[config.mk]
export PLATFORM = sky130hd
export DESIGN_NAME = port8_gpio_with_segment_share
export DESIGN_NICKNAME = d
export VERILOG_FILES = /design/src/logic/port8_pkg.sv /design/src/logic/port8_pin_sampler.sv /design/src/logic/port8_pin_driver.sv /design/src/logic/port8_gpio_with_segment_share.sv
export SDC_FILE = /design/constraint.sdc
export NUM_CORES = 1
export LEC_CHECK = 0
export BUFFER_PORTS_ARGS = -buffer_cell sky130_fd_sc_hd__buf_2
export CORE_MARGIN = 2
export CORE_UTILIZATION = 47
export CTS_CLUSTER_SIZE = 8
export DETAILED_ROUTE_END_ITERATION = 8
export GPL_TIMING_DRIVEN = 0
export PLACE_DENSITY = 0.85
export SYNTH_ARGS = -nofsm -noshare
export SYNTH_HDL_FRONTEND = slang
export SYNTH_HIERARCHICAL = 1
export SYNTH_SLANG_ARGS = --single-unit
[constraint.sdc]
create_clock -name clk_i -period 4.63 [get_ports clk_i]
set_input_delay 0.2315 -clock clk_i [delete_from_list [all_inputs] [get_ports clk_i]]
set_output_delay 0.2315 -clock clk_i [all_outputs]
set_load 0.01 [all_outputs]
[src/logic/port8_pkg.sv]
// shared constants, register map and pin ownership decode for the 8-bit port
// assumes a classic Wishbone master with 32-bit data and word-aligned registers
package port8_pkg;

	// ************************************************************
	// widths
	// ************************************************************
	localparam int PORT_W = 8;
	localparam int WB_ADDR_W = 18;
	localparam int WB_DATA_W = 32;
	localparam int WB_SEL_W = 4;
	localparam int WB_PAD_W = WB_DATA_W - PORT_W;
	localparam int SEG_SEL_W = 4;

	// ************************************************************
	// register map: offsets are word indices, the byte address is four times that
	// ************************************************************
	localparam logic [15:0] OUT_DATA_INDEX = 16'hffdb;
	localparam logic [15:0] DIR_INDEX = 16'hffeb;
	localparam int WORD_LSB = 2;

	// ************************************************************
	// reset and fixed read values
	// ************************************************************
	localparam logic [7:0] OUT_DATA_RESET = 8'h00;
	localparam logic [7:0] DIR_RESET = 8'h00;
	localparam logic [7:0] DIR_READBACK = 8'hff;
	localparam logic [7:0] PIN_IDLE = 8'h00;
	localparam logic [31:0] READ_NONE = 32'h0000_0000;

	// ************************************************************
	// pin ownership: pin n is general-purpose while the select field is at or
	// below its limit, otherwise the segment driver owns it (pin 7 in the top nibble)
	// ************************************************************
	localparam logic [31:0] GPIO_SEL_LIMIT = 32'h0111_1111;

	function automatic logic [7:0] gpio_mask(input logic [3:0] sel);
		logic [7:0] m;
		m = PIN_IDLE;
		for (int n = 0; n < PORT_W; n++) begin
			m[n] = (sel <= GPIO_SEL_LIMIT[n*SEG_SEL_W +: SEG_SEL_W]);
		end
		return m;
	endfunction

	function automatic logic reg_hit(input logic [17:0] adr, input logic [15:0] index);
		return adr[WB_ADDR_W-1:WORD_LSB] == index;
	endfunction

endpackage

[src/logic/port8_pin_sampler.sv]
// registers the external pin levels once per clock
// assumes the pins are already synchronous to clk_i
module port8_pin_sampler
	import port8_pkg::*;
#(
	parameter int WIDTH = PORT_W
) (
	input wire logic clk_i,
	input wire logic rst_i,
	input wire logic [WIDTH-1:0] pin_i,
	output logic [WIDTH-1:0] level_o
);

	typedef struct packed {
		logic [WIDTH-1:0] level;
	} sample_type;

	sample_type state;
	sample_type next_state;

	always_comb begin
		next_state = state;
		next_state.level = pin_i;
	end

	always_ff @(posedge clk_i) begin
		if (rst_i) begin
			state.level <= WIDTH'(PIN_IDLE);
		end else begin
			state <= next_state;
		end
	end

	assign level_o = state.level;

endmodule

[src/logic/port8_pin_driver.sv]
// registered pin drive: general-purpose data or segment output, with enables
// assumes the segment driver output is synchronous to clk_i
module port8_pin_driver
	import port8_pkg::*;
#(
	parameter int WIDTH = PORT_W
) (
	input wire logic clk_i,
	input wire logic rst_i,
	input wire logic [WIDTH-1:0] gpio_i,
	input wire logic [WIDTH-1:0] dir_i,
	input wire logic [WIDTH-1:0] out_data_i,
	input wire logic [WIDTH-1:0] seg_i,
	output logic [WIDTH-1:0] pin_o,
	output logic [WIDTH-1:0] pin_oe_o
);

	typedef struct packed {
		logic [WIDTH-1:0] level;
		logic [WIDTH-1:0] enable;
	} drive_type;

	drive_type state;
	drive_type next_state;

	always_comb begin
		next_state = state;
		// general-purpose pins follow the registers, the rest follow the segment driver
		next_state.level = (gpio_i & out_data_i) | (~gpio_i & seg_i);
		next_state.enable = (gpio_i & dir_i) | ~gpio_i;
	end

	always_ff @(posedge clk_i) begin
		if (rst_i) begin
			// pins float during reset
			state.level <= WIDTH'(PIN_IDLE);
			state.enable <= WIDTH'(PIN_IDLE);
		end else begin
			state <= next_state;
		end
	end

	assign pin_o = state.level;
	assign pin_oe_o = state.enable;

endmodule

[src/logic/port8_gpio_with_segment_share.sv]
// 8-bit general-purpose port with a Wishbone register slave and segment sharing
// assumes a classic Wishbone master, pins synchronous to clk_i, and an external
// segment driver and segment-select field
module port8_gpio_with_segment_share
	import port8_pkg::*;
(
	input wire logic clk_i,
	input wire logic rst_i,
	input wire logic wb_cyc_i,
	input wire logic wb_stb_i,
	input wire logic wb_we_i,
	input wire logic [WB_ADDR_W-1:0] wb_adr_i,
	input wire logic [WB_SEL_W-1:0] wb_sel_i,
	input wire logic [WB_DATA_W-1:0] wb_dat_i,
	output logic [WB_DATA_W-1:0] wb_dat_o,
	output logic wb_ack_o,
	input wire logic [SEG_SEL_W-1:0] segment_select_field_i,
	input wire logic [PORT_W-1:0] lcd_segment_output_i,
	input wire logic [PORT_W-1:0] port_pins_7_to_0_i,
	output logic [PORT_W-1:0] port_pins_7_to_0_o,
	output logic [PORT_W-1:0] port_pins_7_to_0_oe_o
);

	// ************************************************************
	// state
	// ************************************************************
	typedef struct packed {
		logic ack;
		logic [WB_DATA_W-1:0] rdata;
		logic [PORT_W-1:0] port_output_data;
		logic [PORT_W-1:0] pin_direction_control;
	} regs_type;

	regs_type state;
	regs_type next_state;

	logic req;
	logic take;
	logic commit;
	logic hit_data;
	logic hit_dir;
	logic [PORT_W-1:0] sampled;
	logic [PORT_W-1:0] gpio;
	logic [PORT_W-1:0] read_value;

	// ************************************************************
	// pin sampling and drive
	// ************************************************************
	port8_pin_sampler #(
		.WIDTH(PORT_W)
	) sampler (
		.clk_i(clk_i),
		.rst_i(rst_i),
		.pin_i(port_pins_7_to_0_i),
		.level_o(sampled)
	);

	port8_pin_driver #(
		.WIDTH(PORT_W)
	) driver (
		.clk_i(clk_i),
		.rst_i(rst_i),
		.gpio_i(gpio),
		.dir_i(state.pin_direction_control),
		.out_data_i(state.port_output_data),
		.seg_i(lcd_segment_output_i),
		.pin_o(port_pins_7_to_0_o),
		.pin_oe_o(port_pins_7_to_0_oe_o)
	);

	// ************************************************************
	// decode
	// ************************************************************
	assign req = wb_cyc_i & wb_stb_i;
	// a request is taken on the first cycle, answered and committed on the next
	assign take = req & ~state.ack;
	assign commit = req & state.ack & wb_we_i & wb_sel_i[0];
	assign hit_data = reg_hit(wb_adr_i, OUT_DATA_INDEX);
	assign hit_dir = reg_hit(wb_adr_i, DIR_INDEX);
	assign gpio = gpio_mask(segment_select_field_i);

	// output bits read back from the register, input bits from the pin
	assign read_value = (state.pin_direction_control & state.port_output_data)
		| (~state.pin_direction_control & sampled);

	// ************************************************************
	// register file
	// ************************************************************
	always_comb begin
		next_state = state;
		next_state.ack = take;
		if (take) begin
			if (hit_data) begin
				next_state.rdata = {WB_PAD_W'(0), read_value};
			end else if (hit_dir) begin
				next_state.rdata = {WB_PAD_W'(0), DIR_READBACK};
			end else begin
				next_state.rdata = READ_NONE;
			end
		end
		if (commit) begin
			if (hit_data) begin
				next_state.port_output_data = wb_dat_i[PORT_W-1:0];
			end else if (hit_dir) begin
				next_state.pin_direction_control = wb_dat_i[PORT_W-1:0];
			end
		end
	end

	always_ff @(posedge clk_i) begin
		if (rst_i) begin
			state.ack <= 1'h0;
			state.rdata <= READ_NONE;
			state.port_output_data <= OUT_DATA_RESET;
			state.pin_direction_control <= DIR_RESET;
		end else begin
			state <= next_state;
		end
	end

	assign wb_ack_o = state.ack;
	assign wb_dat_o = state.rdata;

	// ************************************************************
	// checks
	// ************************************************************
	ack_one_cycle_a: assert property (
		@(posedge clk_i) disable iff (rst_i)
		take |=> wb_ack_o ##1 !wb_ack_o
	) else $error("ack not a single cycle after request");

	data_reset_a: assert property (
		@(posedge clk_i) disable iff (rst_i)
		$fell(rst_i) |-> state.port_output_data == OUT_DATA_RESET
	) else $error("output data not cleared by reset");

	dir_reset_a: assert property (
		@(posedge clk_i) disable iff (rst_i)
		$fell(rst_i) |-> state.pin_direction_control == DIR_RESET
			&& (port_pins_7_to_0_oe_o & gpio) == PIN_IDLE
	) else $error("direction not cleared by reset");

	dir_reads_ones_a: assert property (
		@(posedge clk_i) disable iff (rst_i)
		(take && !wb_we_i && hit_dir) |=> wb_ack_o && wb_dat_o == {WB_PAD_W'(0), DIR_READBACK}
	) else $error("direction register did not read as all ones");

	read_output_bits_a: assert property (
		@(posedge clk_i) disable iff (rst_i)
		(take && !wb_we_i && hit_data) |=>
			(wb_dat_o[PORT_W-1:0] & $past(state.pin_direction_control))
			== ($past(state.port_output_data) & $past(state.pin_direction_control))
	) else $error("output bit read did not return stored data");

	read_input_bits_a: assert property (
		@(posedge clk_i) disable iff (rst_i)
		(take && !wb_we_i && hit_data) |=>
			(wb_dat_o[PORT_W-1:0] & ~$past(state.pin_direction_control))
			== ($past(sampled) & ~$past(state.pin_direction_control))
	) else $error("input bit read did not return pin level");

	dir_write_a: assert property (
		@(posedge clk_i) disable iff (rst_i)
		(commit && hit_dir) |=> state.pin_direction_control == $past(wb_dat_i[PORT_W-1:0])
			##1 (port_pins_7_to_0_oe_o & $past(gpio))
			== ($past(state.pin_direction_control) & $past(gpio))
	) else $error("direction write did not reach the pins");

	gpio_drive_a: assert property (
		@(posedge clk_i) disable iff (rst_i)
		##1 1'h1 |-> (port_pins_7_to_0_o & $past(gpio & state.pin_direction_control))
			== ($past(state.port_output_data) & $past(gpio & state.pin_direction_control))
	) else $error("output pin not driven with its data bit");

	segment_owned_a: assert property (
		@(posedge clk_i) disable iff (rst_i)
		##1 1'h1 |-> (port_pins_7_to_0_o & ~$past(gpio)) == ($past(lcd_segment_output_i) & ~$past(gpio))
			&& (port_pins_7_to_0_oe_o & ~$past(gpio)) == ~$past(gpio)
	) else $error("segment-owned pin not following the segment driver");

	no_stray_write_a: assert property (
		@(posedge clk_i) disable iff (rst_i)
		!commit |=> $stable(state.port_output_data) && $stable(state.pin_direction_control)
	) else $error("register changed without a committed write");

	ack_needs_req_a: assert property (
		@(posedge clk_i) disable iff (rst_i)
		wb_ack_o |->
			$past(req)
	) else $error("ack given without a request");

	ack_pulse_a: assert property (
		@(posedge clk_i) disable iff (rst_i)
		wb_ack_o |=>
			!wb_ack_o
	) else $error("ack held for more than one cycle");

	no_idle_ack_a: assert property (
		@(posedge clk_i) disable iff (rst_i)
		!req |=>
			!wb_ack_o
	) else $error("ack given while the bus was idle");

	pad_zero_a: assert property (
		@(posedge clk_i) disable iff (rst_i)
		1'h1 |->
			wb_dat_o[WB_DATA_W-1:PORT_W] == '0
	) else $error("upper read data bits not zero");

	unmapped_read_a: assert property (
		@(posedge clk_i) disable iff (rst_i)
		(take && !hit_data && !hit_dir) |=>
			wb_dat_o == READ_NONE
	) else $error("unmapped address did not read as zero");

	rdata_hold_a: assert property (
		@(posedge clk_i) disable iff (rst_i)
		!take |=>
			$stable(wb_dat_o)
	) else $error("read data changed without a new access");

	masked_write_a: assert property (
		@(posedge clk_i) disable iff (rst_i)
		(req && wb_ack_o && wb_we_i && !wb_sel_i[0]) |=>
			$stable(state.port_output_data) && $stable(state.pin_direction_control)
	) else $error("write without low byte enable changed a register");

	data_write_a: assert property (
		@(posedge clk_i) disable iff (rst_i)
		(commit && hit_data) |=>
			state.port_output_data == $past(wb_dat_i[PORT_W-1:0])
	) else $error("output data write not stored");

	read_keeps_regs_a: assert property (
		@(posedge clk_i) disable iff (rst_i)
		(req && wb_ack_o && !wb_we_i) |=>
			$stable(state.port_output_data) && $stable(state.pin_direction_control)
	) else $error("read access changed a register");

	dir_write_isolated_a: assert property (
		@(posedge clk_i) disable iff (rst_i)
		(commit && hit_dir) |=>
			$stable(state.port_output_data)
	) else $error("direction write changed output data");

	data_write_isolated_a: assert property (
		@(posedge clk_i) disable iff (rst_i)
		(commit && hit_data) |=>
			$stable(state.pin_direction_control)
	) else $error("output data write changed direction");

	input_released_a: assert property (
		@(posedge clk_i) disable iff (rst_i)
		##1 1'h1 |->
			(port_pins_7_to_0_oe_o & $past(gpio & ~state.pin_direction_control)) == PIN_IDLE
	) else $error("input pin driven by the port");

	output_enabled_a: assert property (
		@(posedge clk_i) disable iff (rst_i)
		##1 1'h1 |->
			(port_pins_7_to_0_oe_o & $past(gpio & state.pin_direction_control))
			== $past(gpio & state.pin_direction_control)
	) else $error("output pin not enabled");

	pin_sample_a: assert property (
		@(posedge clk_i) disable iff (rst_i)
		##1 1'h1 |->
			sampled == $past(port_pins_7_to_0_i)
	) else $error("pin level not sampled in one cycle");

	dir_read_harmless_a: assert property (
		@(posedge clk_i) disable iff (rst_i)
		(take && !wb_we_i && hit_dir) |=>
			$stable(state.pin_direction_control)
	) else $error("direction read changed the direction register");

	sel_zero_port_a: assert property (
		@(posedge clk_i) disable iff (rst_i)
		(segment_select_field_i == '0) |->
			gpio == '1
	) else $error("select zero did not give every pin to the port");

	oe_reset_a: assert property (
		@(posedge clk_i) disable iff (rst_i)
		$fell(rst_i) |->
			port_pins_7_to_0_oe_o == PIN_IDLE
	) else $error("pins driven after reset");

	pin_reset_a: assert property (
		@(posedge clk_i) disable iff (rst_i)
		$fell(rst_i) |->
			port_pins_7_to_0_o == PIN_IDLE
	) else $error("pin levels not cleared by reset");

	sample_reset_a: assert property (
		@(posedge clk_i) disable iff (rst_i)
		$fell(rst_i) |->
			sampled == PIN_IDLE
	) else $error("sampled levels not cleared by reset");

	rdata_reset_a: assert property (
		@(posedge clk_i) disable iff (rst_i)
		$fell(rst_i) |->
			wb_dat_o == READ_NONE && !wb_ack_o
	) else $error("bus outputs not cleared by reset");

endmodule

# Word level (Yosys, flattened, before mapping)
# Index checks and enable logic that the tools add are counted.
# totals
register_bits,73
input_bits,79
# classes
n_lt_le_gt_ge,2
eq_ne,2
n_mux,2
n_bitwise,17
reduce_logical,2
# ops
op,n
$and A8 B8 Y8,5
$eq A16 B16 Y1 const B,2
$or A8 B8 Y8,3
$mux W8,2
$not A8 Y8,2
$le A4 B1 Y1 const B,2
$and A1 B1 Y1,5
$reduce_and A3 Y1,1
$not A1 Y1,2
$reduce_and A2 Y1,1

# Longest topological paths before layout
# Gate-level depths: netlist of the first run.
# depth
ltp_word,5
ltp_mapped,5

# Cells and area by module
# Netlist of the first run, hierarchy kept.
# modules_own_cells
mod,instances,cells_per_inst,area_per_inst_um2,seq_area_each_um2
port8_gpio_with_segment_share,1,153,1458.9,500.5
port8_pin_driver,1,50,571.8,320.3
port8_pin_sampler,1,16,210.2,160.2

# Least setup slack after synthesis of the first run
# Ideal clock, no wire load.
# synth_timing
kind,input to register
start,in segment_select_field_i[1]
end,reg driver.state (netlist bit driver/pin_o[0])
arrival_time_ps,1881
path_slack_ps,2634
stages,3
cell_sequence,nor3_1 -> mux2i_1 -> nor2_2
# synth_via
elab_chain_len,4
elab_cells_between_ends,5
cone_classes,order compare: 1; bitwise: 4
# synth_rtl
element,line,source
"start, declared",port8_gpio_with_segment_share.sv:17,"input wire logic [SEG_SEL_W-1:0] segment_select_field_i,"
$le A4 B1 Y1 *,port8_pkg.sv:41,m[n] = (sel <= GPIO_SEL_LIMIT[n*SEG_SEL_W +: SEG_SEL_W]);
$not A8 Y8,port8_pin_driver.sv:29,next_state.level = (gpio_i & out_data_i) | (~gpio_i & seg_i);
$and A8 B8 Y8,port8_pin_driver.sv:29,
$or A8 B8 Y8 *,port8_pin_driver.sv:29,
"end signal, assigned",port8_pin_driver.sv:39,state <= next_state;
"end, declared",port8_pin_driver.sv:23,drive_type state;
# Mark *: on every way between the ends. The rest lies on a longest branch, timed or not.
# A chain may end at the register's enable or synchronous reset.

# Final worst setup path of the first run
# layout_timing
start,reg state (netlist bit wb_ack_o)
end,reg state[9] (netlist bit)
# layout_via
elab_chain_len,4
# layout_rtl
element,line,source
"start, declared",port8_gpio_with_segment_share.sv:34,regs_type state;
"start signal, assigned",port8_gpio_with_segment_share.sv:117,state <= next_state;
$and A1 B1 Y1 (3 in series),port8_gpio_with_segment_share.sv:77,assign commit = req & state.ack & wb_we_i & wb_sel_i[0];
$reduce_and A2 Y1 (no line),-,
# Every way passes these cells.

==> results by group, run 1 <==
Global routing
  – Initial antenna violation count: 0
  – All-Layer GR Usage: 18.0%
  – Grt total ovfl: 0
  – First-pass GRT wire length: 7200 um
  – Largest net degree at the start of global routing: 16
  – Vias in the first global route: 1,574

STA
  – Min Hold Slack: 0.132 ns
  – Final clock skew: 0.00345 ns
  – Final Critical Period: 1.39 ns
  – Setup ws final: 3.24 ns
  – Slew Viols, Final: 0
  – Fmax: 0.722 GHz
  – Setup TNS: 0 ns
  – Least-Margin Pin Slew: 0.546 ns
  – Slew HR: 63.4%
  – RSZ-0062 raised after global routing: no
  – Final hold vios: 0
  – Final Cycle Share: 29.9%
  – Setup-failing EPs final: 0

Pwr
  – Clock network power share: 35.9%
  – Logic gate share of total power: 13.9%
  – Worst vdd ir: 0.000149 V
  – Register share of total power: 50.2%
  – Sw frac: 23.2%
  – Sw power: 204 uW
  – Leakage: 1.38 nW
  – Internal power: 677 uW
  – Overall Power: 882 uW
  – Pwr Density: 303 nW/um^2

Clocking
  – Clk buf depth: 2
  – Post-CTS resize count: 0
  – CTS Sinks: 49
  – TritonCTS Buffers: 5
  – CTS tree: yes
  – Root Buffer: clkbuf_8
  – CTS clk-pin slew, worst paths: 0.09 ns
  – Postcts setup bufs: 0
  – H-tree depth: 2
  – Worst skew pair latency: 0.30 ns
  – Hold buffers post-CTS: 0

Logic synthesis
  – Post-synth top area cell: dfxtp_1
  – Adder-Cell Fraction of Synth Area: 0%
  – Avg Cell Area, Syn: 10.2 sq um
  – Synthesis-stage register bit count: 49
  – Top-count cell post-synth: dfxtp_1
  – Post-synthesis mux area share: 14.7%
  – Number of flops mapped to enable cells by yosys: 0
  – Synth Area in Simple Gates: 21.2%
  – Top post-synthesis cells by area: dfxtp_1 (44%), mux2i_1 (11%), buf_4 (11%)
  – Post-synth top cells: dfxtp_1 (49), buf_4 (32), mux2i_1 (24), nand2b_1 (24), nand2_1 (10)
  – Synth warn: 6
  – Yosys cell types: 30
  – Sequential area share after synthesis: 43.8%
  – Ys async rst share: 0%
  – Main combinational cell family by area after synthesis: simple AND/OR/NAND/NOR gates
  – Mapped cell area: 2240 sq um
  – Post-synth top area share: 43.8%
  – Mapped Cells: 219
  – Xor and xnor fraction of the mapped netlist area: 0%
  – Ys flop type: dfxtp_1
  – Synth Area in Compound Gates: 5.64%

Worst setup path
  – CP arrival: 1.62 ns
  – Crit Path Max Fanout: 8
  – Worst Path Required: 4.87 ns
  – Critical path endpoint category: register
  – Worst R2R Path Depth: 5
  – Crit path kind: register to register
  – Startpoint Class: register

Cells and area
  – FF/Latch Area: 981 sq um
  – Share of cells above drive strength 1: 44.0%
  – # nets final: 403
  – Fill cells: 423
  – Antenna Cells: 0
  – Fin cells: 379
  – Multi-input combinational cell area: 1030 sq um
  – Area Growth Syn to Fin: 29.6%

Place
  – I/O Buffers: 74
  – Pre-CTS WS: 3.11 ns
  – GP Congestion: 0.750
  – Dpl cells: 371
  – Post-DP HPWL: 3320 um

Floorplan
  – Core area: 4660 sq um
  – Die Y: 73.1 um
  – Io pins: 128
  – Die footprint: 5340 sq um
  – Initial Util: 48.1%
  – Die width: 73.1 um
  – Site Rows: 25

Min path
  – Hold path depth: 2
  – Worst Hold Class: input pin to register

Job
  – Max Cap Viol: 0

Routing
  – Routed wire per std cell: 11.7 um
  – DRT antenna net count: 0
  – Drt total wl: 4440 um
  – First DRT Iteration DRCs: 54
  – DRC viols: 0
  – Vias: 1,688
  – Vias/cell: 4.45
  – DRT Pass-1 Iters: 4

Outcome
  – Outcome: finished, final reports clean
-- cell type report --
cell class                      instances  area share [%]
Buffer                                 38            10.1
Clock buffer                            6            2.84
Clock inverter                          2            1.29
Inverter                                8            1.03
Multi-Input combinational cell        147            35.4
Sequential cell                        49            33.8
Tap cell                               54            2.33
Timing Repair Buffer                   75            13.3
-- through the flow --
stage | util [%] | instance area (sq um)
final | 62.3 | 2910
after global routing | 62.3 | 2910
after CTS | 62.3 | 2910
after detailed placement | 59.8 | 2790
after global placement | 59.3 | 2770
after floorplan | - | 2330
-- worst max-delay path, stage by stage, from the launching register on --
cell	delay (ns)
dfxtp_1	0.39
nand3_1	0.14
nor4_4	0.18
and4b_1	0.25
buf_6	0.17
mux2i_1	0.19
-- state kept, by name, summed over array words and instances, names as in the netlist --
signal,cells
state,16
driver/pin_o,8
driver/pin_oe_o,8
sampler/level_o,8
wb_dat_o,8
wb_ack_o,1
-- worst paths after layout --
path	slack, ns	from	to
worst max register to register	3.24	wb_ack_o$_SDFF_PP0_	state[9]$_SDFFE_PP0P_
worst min register to register	0.47	state[0]$_SDFFE_PP0P_	driver/pin_oe_o[0]$_SDFF_PP0_
worst max-delay path	3.24	wb_ack_o$_SDFF_PP0_	state[9]$_SDFFE_PP0P_
worst min-delay path	0.13	port_pins_7_to_0_i[6]	sampler/level_o[6]$_SDFF_PP0_
-- cell families (layout without fill, tap and decap cells) --
| kind of cell | count (synthesis) | in the layout |
|---|---|---|
| mux | 32 | 32 |
| other cells | 1 | 24 |
| buf+inv | 46 | 129 |
| simple gates | 74 | 74 |
| compound gates | 17 | 17 |
| flops | 49 | 49 |
-- cells in the final DEF, fill, tap and decap left out, drive strengths merged --
master,n
buf,110
dfxtp,49
nand2b,24
mux2i,24
conb,24
nor2,18
nand2,10
nor2b,9
clkbuf,9
mux2,8
a211oi,8
inv,8
a21oi,8
nor4,3
nand4,2
nor3,2
nand4b,2
nand3,2
and4b,1
nor3b,1
a21boi,1
clkinvlp,1
bufinv,1
-- power by group through the flow --
stage	registers, mW	clock network, mW	logic (mW)
after detailed placement	0.453	0	0.122
after CTS	0.443	0.322	0.122
after global routing	0.444	0.336	0.135
final	0.443	0.317	0.122
after floorplan	0.457	0	0.0720
after global placement	0.453	0	0.119
-- routing by layer --
| layer | part of all wire, % | up-vias | GRT usage (%) |
|---|---|---|---|
| met4 | 1.6 | 0 | 7.20 |
| met5 | 0 | - | 0 |
| met2 | 51 | 53 | 31.9 |
| met1 | 41 | 750 | 20.3 |
| met3 | 5.7 | 6 | 4.56 |
| li1 | - | 879 | - |
No activity file was read; power rests on OpenSTA's default activity.
==> inputs of run 2 (changes only) <==
--- a/config.mk
+++ b/config.mk
@@ -7,11 +7,11 @@
 export LEC_CHECK = 0
 export BUFFER_PORTS_ARGS = -buffer_cell sky130_fd_sc_hd__buf_2
 export CORE_MARGIN = 2
-export CORE_UTILIZATION = 47
+export CORE_UTILIZATION = 39
 export CTS_CLUSTER_SIZE = 8
 export DETAILED_ROUTE_END_ITERATION = 8
 export GPL_TIMING_DRIVEN = 0
-export PLACE_DENSITY = 0.85
+export PLACE_DENSITY = 0.75
 export SYNTH_ARGS = -nofsm -noshare
 export SYNTH_HDL_FRONTEND = slang
 export SYNTH_HIERARCHICAL = 1
==> constraint.sdc (replaced) <==
create_clock -name clk_i -period 1.2 [get_ports clk_i]
set_input_delay 0.06 -clock clk_i [delete_from_list [all_inputs] [get_ports clk_i]]
set_output_delay 0.06 -clock clk_i [all_outputs]
set_load 0.01 [all_outputs]
==> run 2 against run 1 <==
  * The flow now finishes with violations (setup timing)
  * Count of clock-buffer cells in the layout increased by 2
  * Setup slack got worse by 3.3 ns
  * Core utilization decreased by 6.6 points
  * Via count increased by 4.4%
  * Non-clock buffer count increased by 14
  * Routed wire length increased by 7.7%
  * Largest power group unchanged
  * Highest routed layer unchanged
==> results by group, run 2 (synthesis gave the netlist of run 1 again) <==
Pwr
  – Worst vdd ir: 0.000490 V (+230%)
  – Sw power: 795 uW (+290%)
  – Register share of total power: 50.9% (+0.7 points)
  – Sw frac: 23.7% (+0.53 points)
  – Clock network power share: 33.8% (-2.1 points)
  – Internal power: 2.56 mW (+280%)
  – Logic gate share of total power: 15.3% (+1.4 points)
  – Pwr Density: 1090 nW/um^2 (+260%)
  – Leakage: 1.45 nW (+4.8%)
  – Overall Power: 3.36 mW (+280%)

STA
  – Setup-failing EPs final: 16 (+16)
  – Slew Viols, Final: 0 (unchanged)
  – Fmax: 0.787 GHz (+9.1%)
  – RSZ-0062 raised after global routing: yes
  – Least-Margin Pin Slew: 0.840 ns (+0.294 ns)
  – Final Critical Period: 1.27 ns (-0.116 ns)
  – Min Hold Slack: 0.00123 ns (-0.131 ns)
  – Setup ws final: -0.0703 ns (-3.31 ns)
  – Final hold vios: 0 (unchanged)
  – Final Cycle Share: 106% (+76 points)
  – Final clock skew: 0.00724 ns (+0.00378 ns)
  – Slew HR: 43.8% (-20 points)

Global routing
  – Largest net degree at the start of global routing: 16 (unchanged)
  – All-Layer GR Usage: 15.0% (-2.9 points)
  – Initial antenna violation count: 0 (unchanged)
  – First-pass GRT wire length: 7240 um (+0.49%)
  – Vias in the first global route: 1,578 (+0.25%)
  – Grt total ovfl: 0 (unchanged)

Outcome
  – Failing checks: setup timing
  – Outcome: complete, but fails checks

Floorplan
  – Die width: 79.8 um (+9.2%)
  – Site Rows: 27 (+8.0%)
  – Die footprint: 6370 sq um (+19%)
  – Core area: 5540 sq um (+19%)
  – Io pins: 128 (unchanged)
  – Die Y: 79.8 um (+9.2%)
  – Initial Util: 40.4% (-7.6 points)

Place
  – Post-DP HPWL: 3580 um (+7.7%)
  – GP Congestion: 0.731 (-2.5%)
  – I/O Buffers: 74 (unchanged)

Cells and area
  – Most common cell after layout, fill and taps aside: buf_2
  – Fill cells: 537 (+27%)
  – Top reg by flops: state
  – Final core utilization: 55.7% (-6.6 points)
  – Share of cells above drive strength 1: 43.4% (-0.64 points)
  – # nets final: 417 (+3.5%)
  – Most frequent cells in the layout: buf_2 (74), dfxtp_1 (48), buf_4 (36)
  – Largest register FFs: 16 (unchanged)
  – Multi-input combinational cell area: 1070 sq um (+3.8%)
  – FF/Latch Area: 985 sq um (+0.38%)
  – Area Growth Syn to Fin: 37.7%
  – Antenna Cells: 0 (unchanged)

Clocking
  – CTS Sinks: 49 (unchanged)
  – Worst skew pair latency: 0.30 ns (about the same)
  – TritonCTS Buffers: 5 (unchanged)
  – Clk buf depth: 2 (unchanged)
  – CTS tree: yes
  – Root Buffer: clkbuf_8
  – CTS clk-pin slew, worst paths: 0.08 ns (about the same)
  – H-tree depth: 2 (unchanged)

Routing
  – Drt total wl: 4780 um (+7.7%)
  – Vias/cell: 4.29 (-3.7%)
  – Routed wire per std cell: 11.6 um (-0.68%)
  – DRT Pass-1 Iters: 4 (unchanged)
  – DRC viols: 0 (unchanged)
  – Vias: 1,762 (+4.4%)
  – First DRT Iteration DRCs: 43 (-20%)
  – DRT antenna net count: 0 (unchanged)

Worst setup path
  – Worst path cell trace: nand3_4, nor4_4, and4b_1, buf_6, mux2i_1
  – Worst Path Required: 1.43 ns (-3.44 ns)
  – Crit Path Max Fanout: 8 (unchanged)
  – Critical-path top delay cell: dfxtp_4
  – Critical path endpoint category: register
  – Slowest stage delay, CP: 0.37 ns (-0.02 ns)
  – CP arrival: 1.50 ns (-0.12 ns)
  – Crit path kind: register to register
  – CP delay by family, top: simple AND/OR/NAND/NOR gates
  – Startpoint Class: register
  – Buf/Inv on CP: 1 (unchanged)

Job
  – Max Cap Viol: 0 (unchanged)

Min path
  – Worst Hold Class: input pin to register
-- run 2: repair_timing --
| action | in CTS | in global routing |
|---|---|---|
| buffers inserted | 1 | 3 |
| hold buffers | 11 | 0 |
| pin swaps | 2 | 1 |
| setup endpoints to repair | 24 | 24 |
| gates resized for setup | 3 | 1 |
| hold endpoints to repair | 11 | 0 |
-- run 2: worst paths after layout --
check | start | endpoint | slack, ns | depth (start not counted)
min | lcd_segment_output_i[6] | driver/pin_o[6]$_SDFF_PP0_ | 0.001 | 3
max reg2reg | wb_ack_o$_SDFF_PP0_ | state[9]$_SDFFE_PP0P_ | -0.07 | 5
max | wb_ack_o$_SDFF_PP0_ | state[9]$_SDFFE_PP0P_ | -0.07 | 5
min reg2reg | state[2]$_SDFFE_PP0P_ | driver/pin_oe_o[2]$_SDFF_PP0_ | 0.47 | 2
-- run 2: layout make-up --
| type | count | area share (%) |
|---|---|---|
| multi-input combinational | 147 | 34.5 |
| clock buffer | 8 | 3.61 |
| buffer | 38 | 9.53 |
| tap | 72 | 2.92 |
| sequential | 49 | 31.9 |
| inverter | 8 | 0.973 |
| timing repair buffer | 89 | 16.5 |
-- run 2: per-stage QoR --
step           area [sq um]  TNS (ns)  cells  setup slack (ns)
2_1_floorplan          2350         0    242           0.00794
3_3_place_gp           2810     -4.38    388            -0.153
3_5_place_dp           2810     -5.08    388            -0.189
4_1_cts                3060     -1.85    408            -0.102
5_1_grt                3090     -2.16    411            -0.168
6_report               3090    -0.668    411           -0.0703
-- run 2: power by group through the flow --
stage	logic, mW	registers [mW]	clock network (mW)
detailed placement	0.470	1.75	0
floorplan	0.278	1.76	0
global placement	0.464	1.75	0
CTS	0.503	1.71	1.14
finish	0.512	1.71	1.13
global route	0.562	1.72	1.22
-- run 2: worst register-to-register path, stage by stage, from the launching register on --
cell     delay (ns)
dfxtp_4        0.37
nand3_4        0.06
nor4_4         0.17
and4b_1        0.24
buf_6          0.17
mux2i_1        0.19
-- run 2: metal layers --
metal	track usage, %	up-vias	wire (um)
met3	4.75	6	268
met4	4.92	0	59
met1	17.8	792	2050
met2	25.6	51	2400
li1	-	913	-
met5	0	-	0
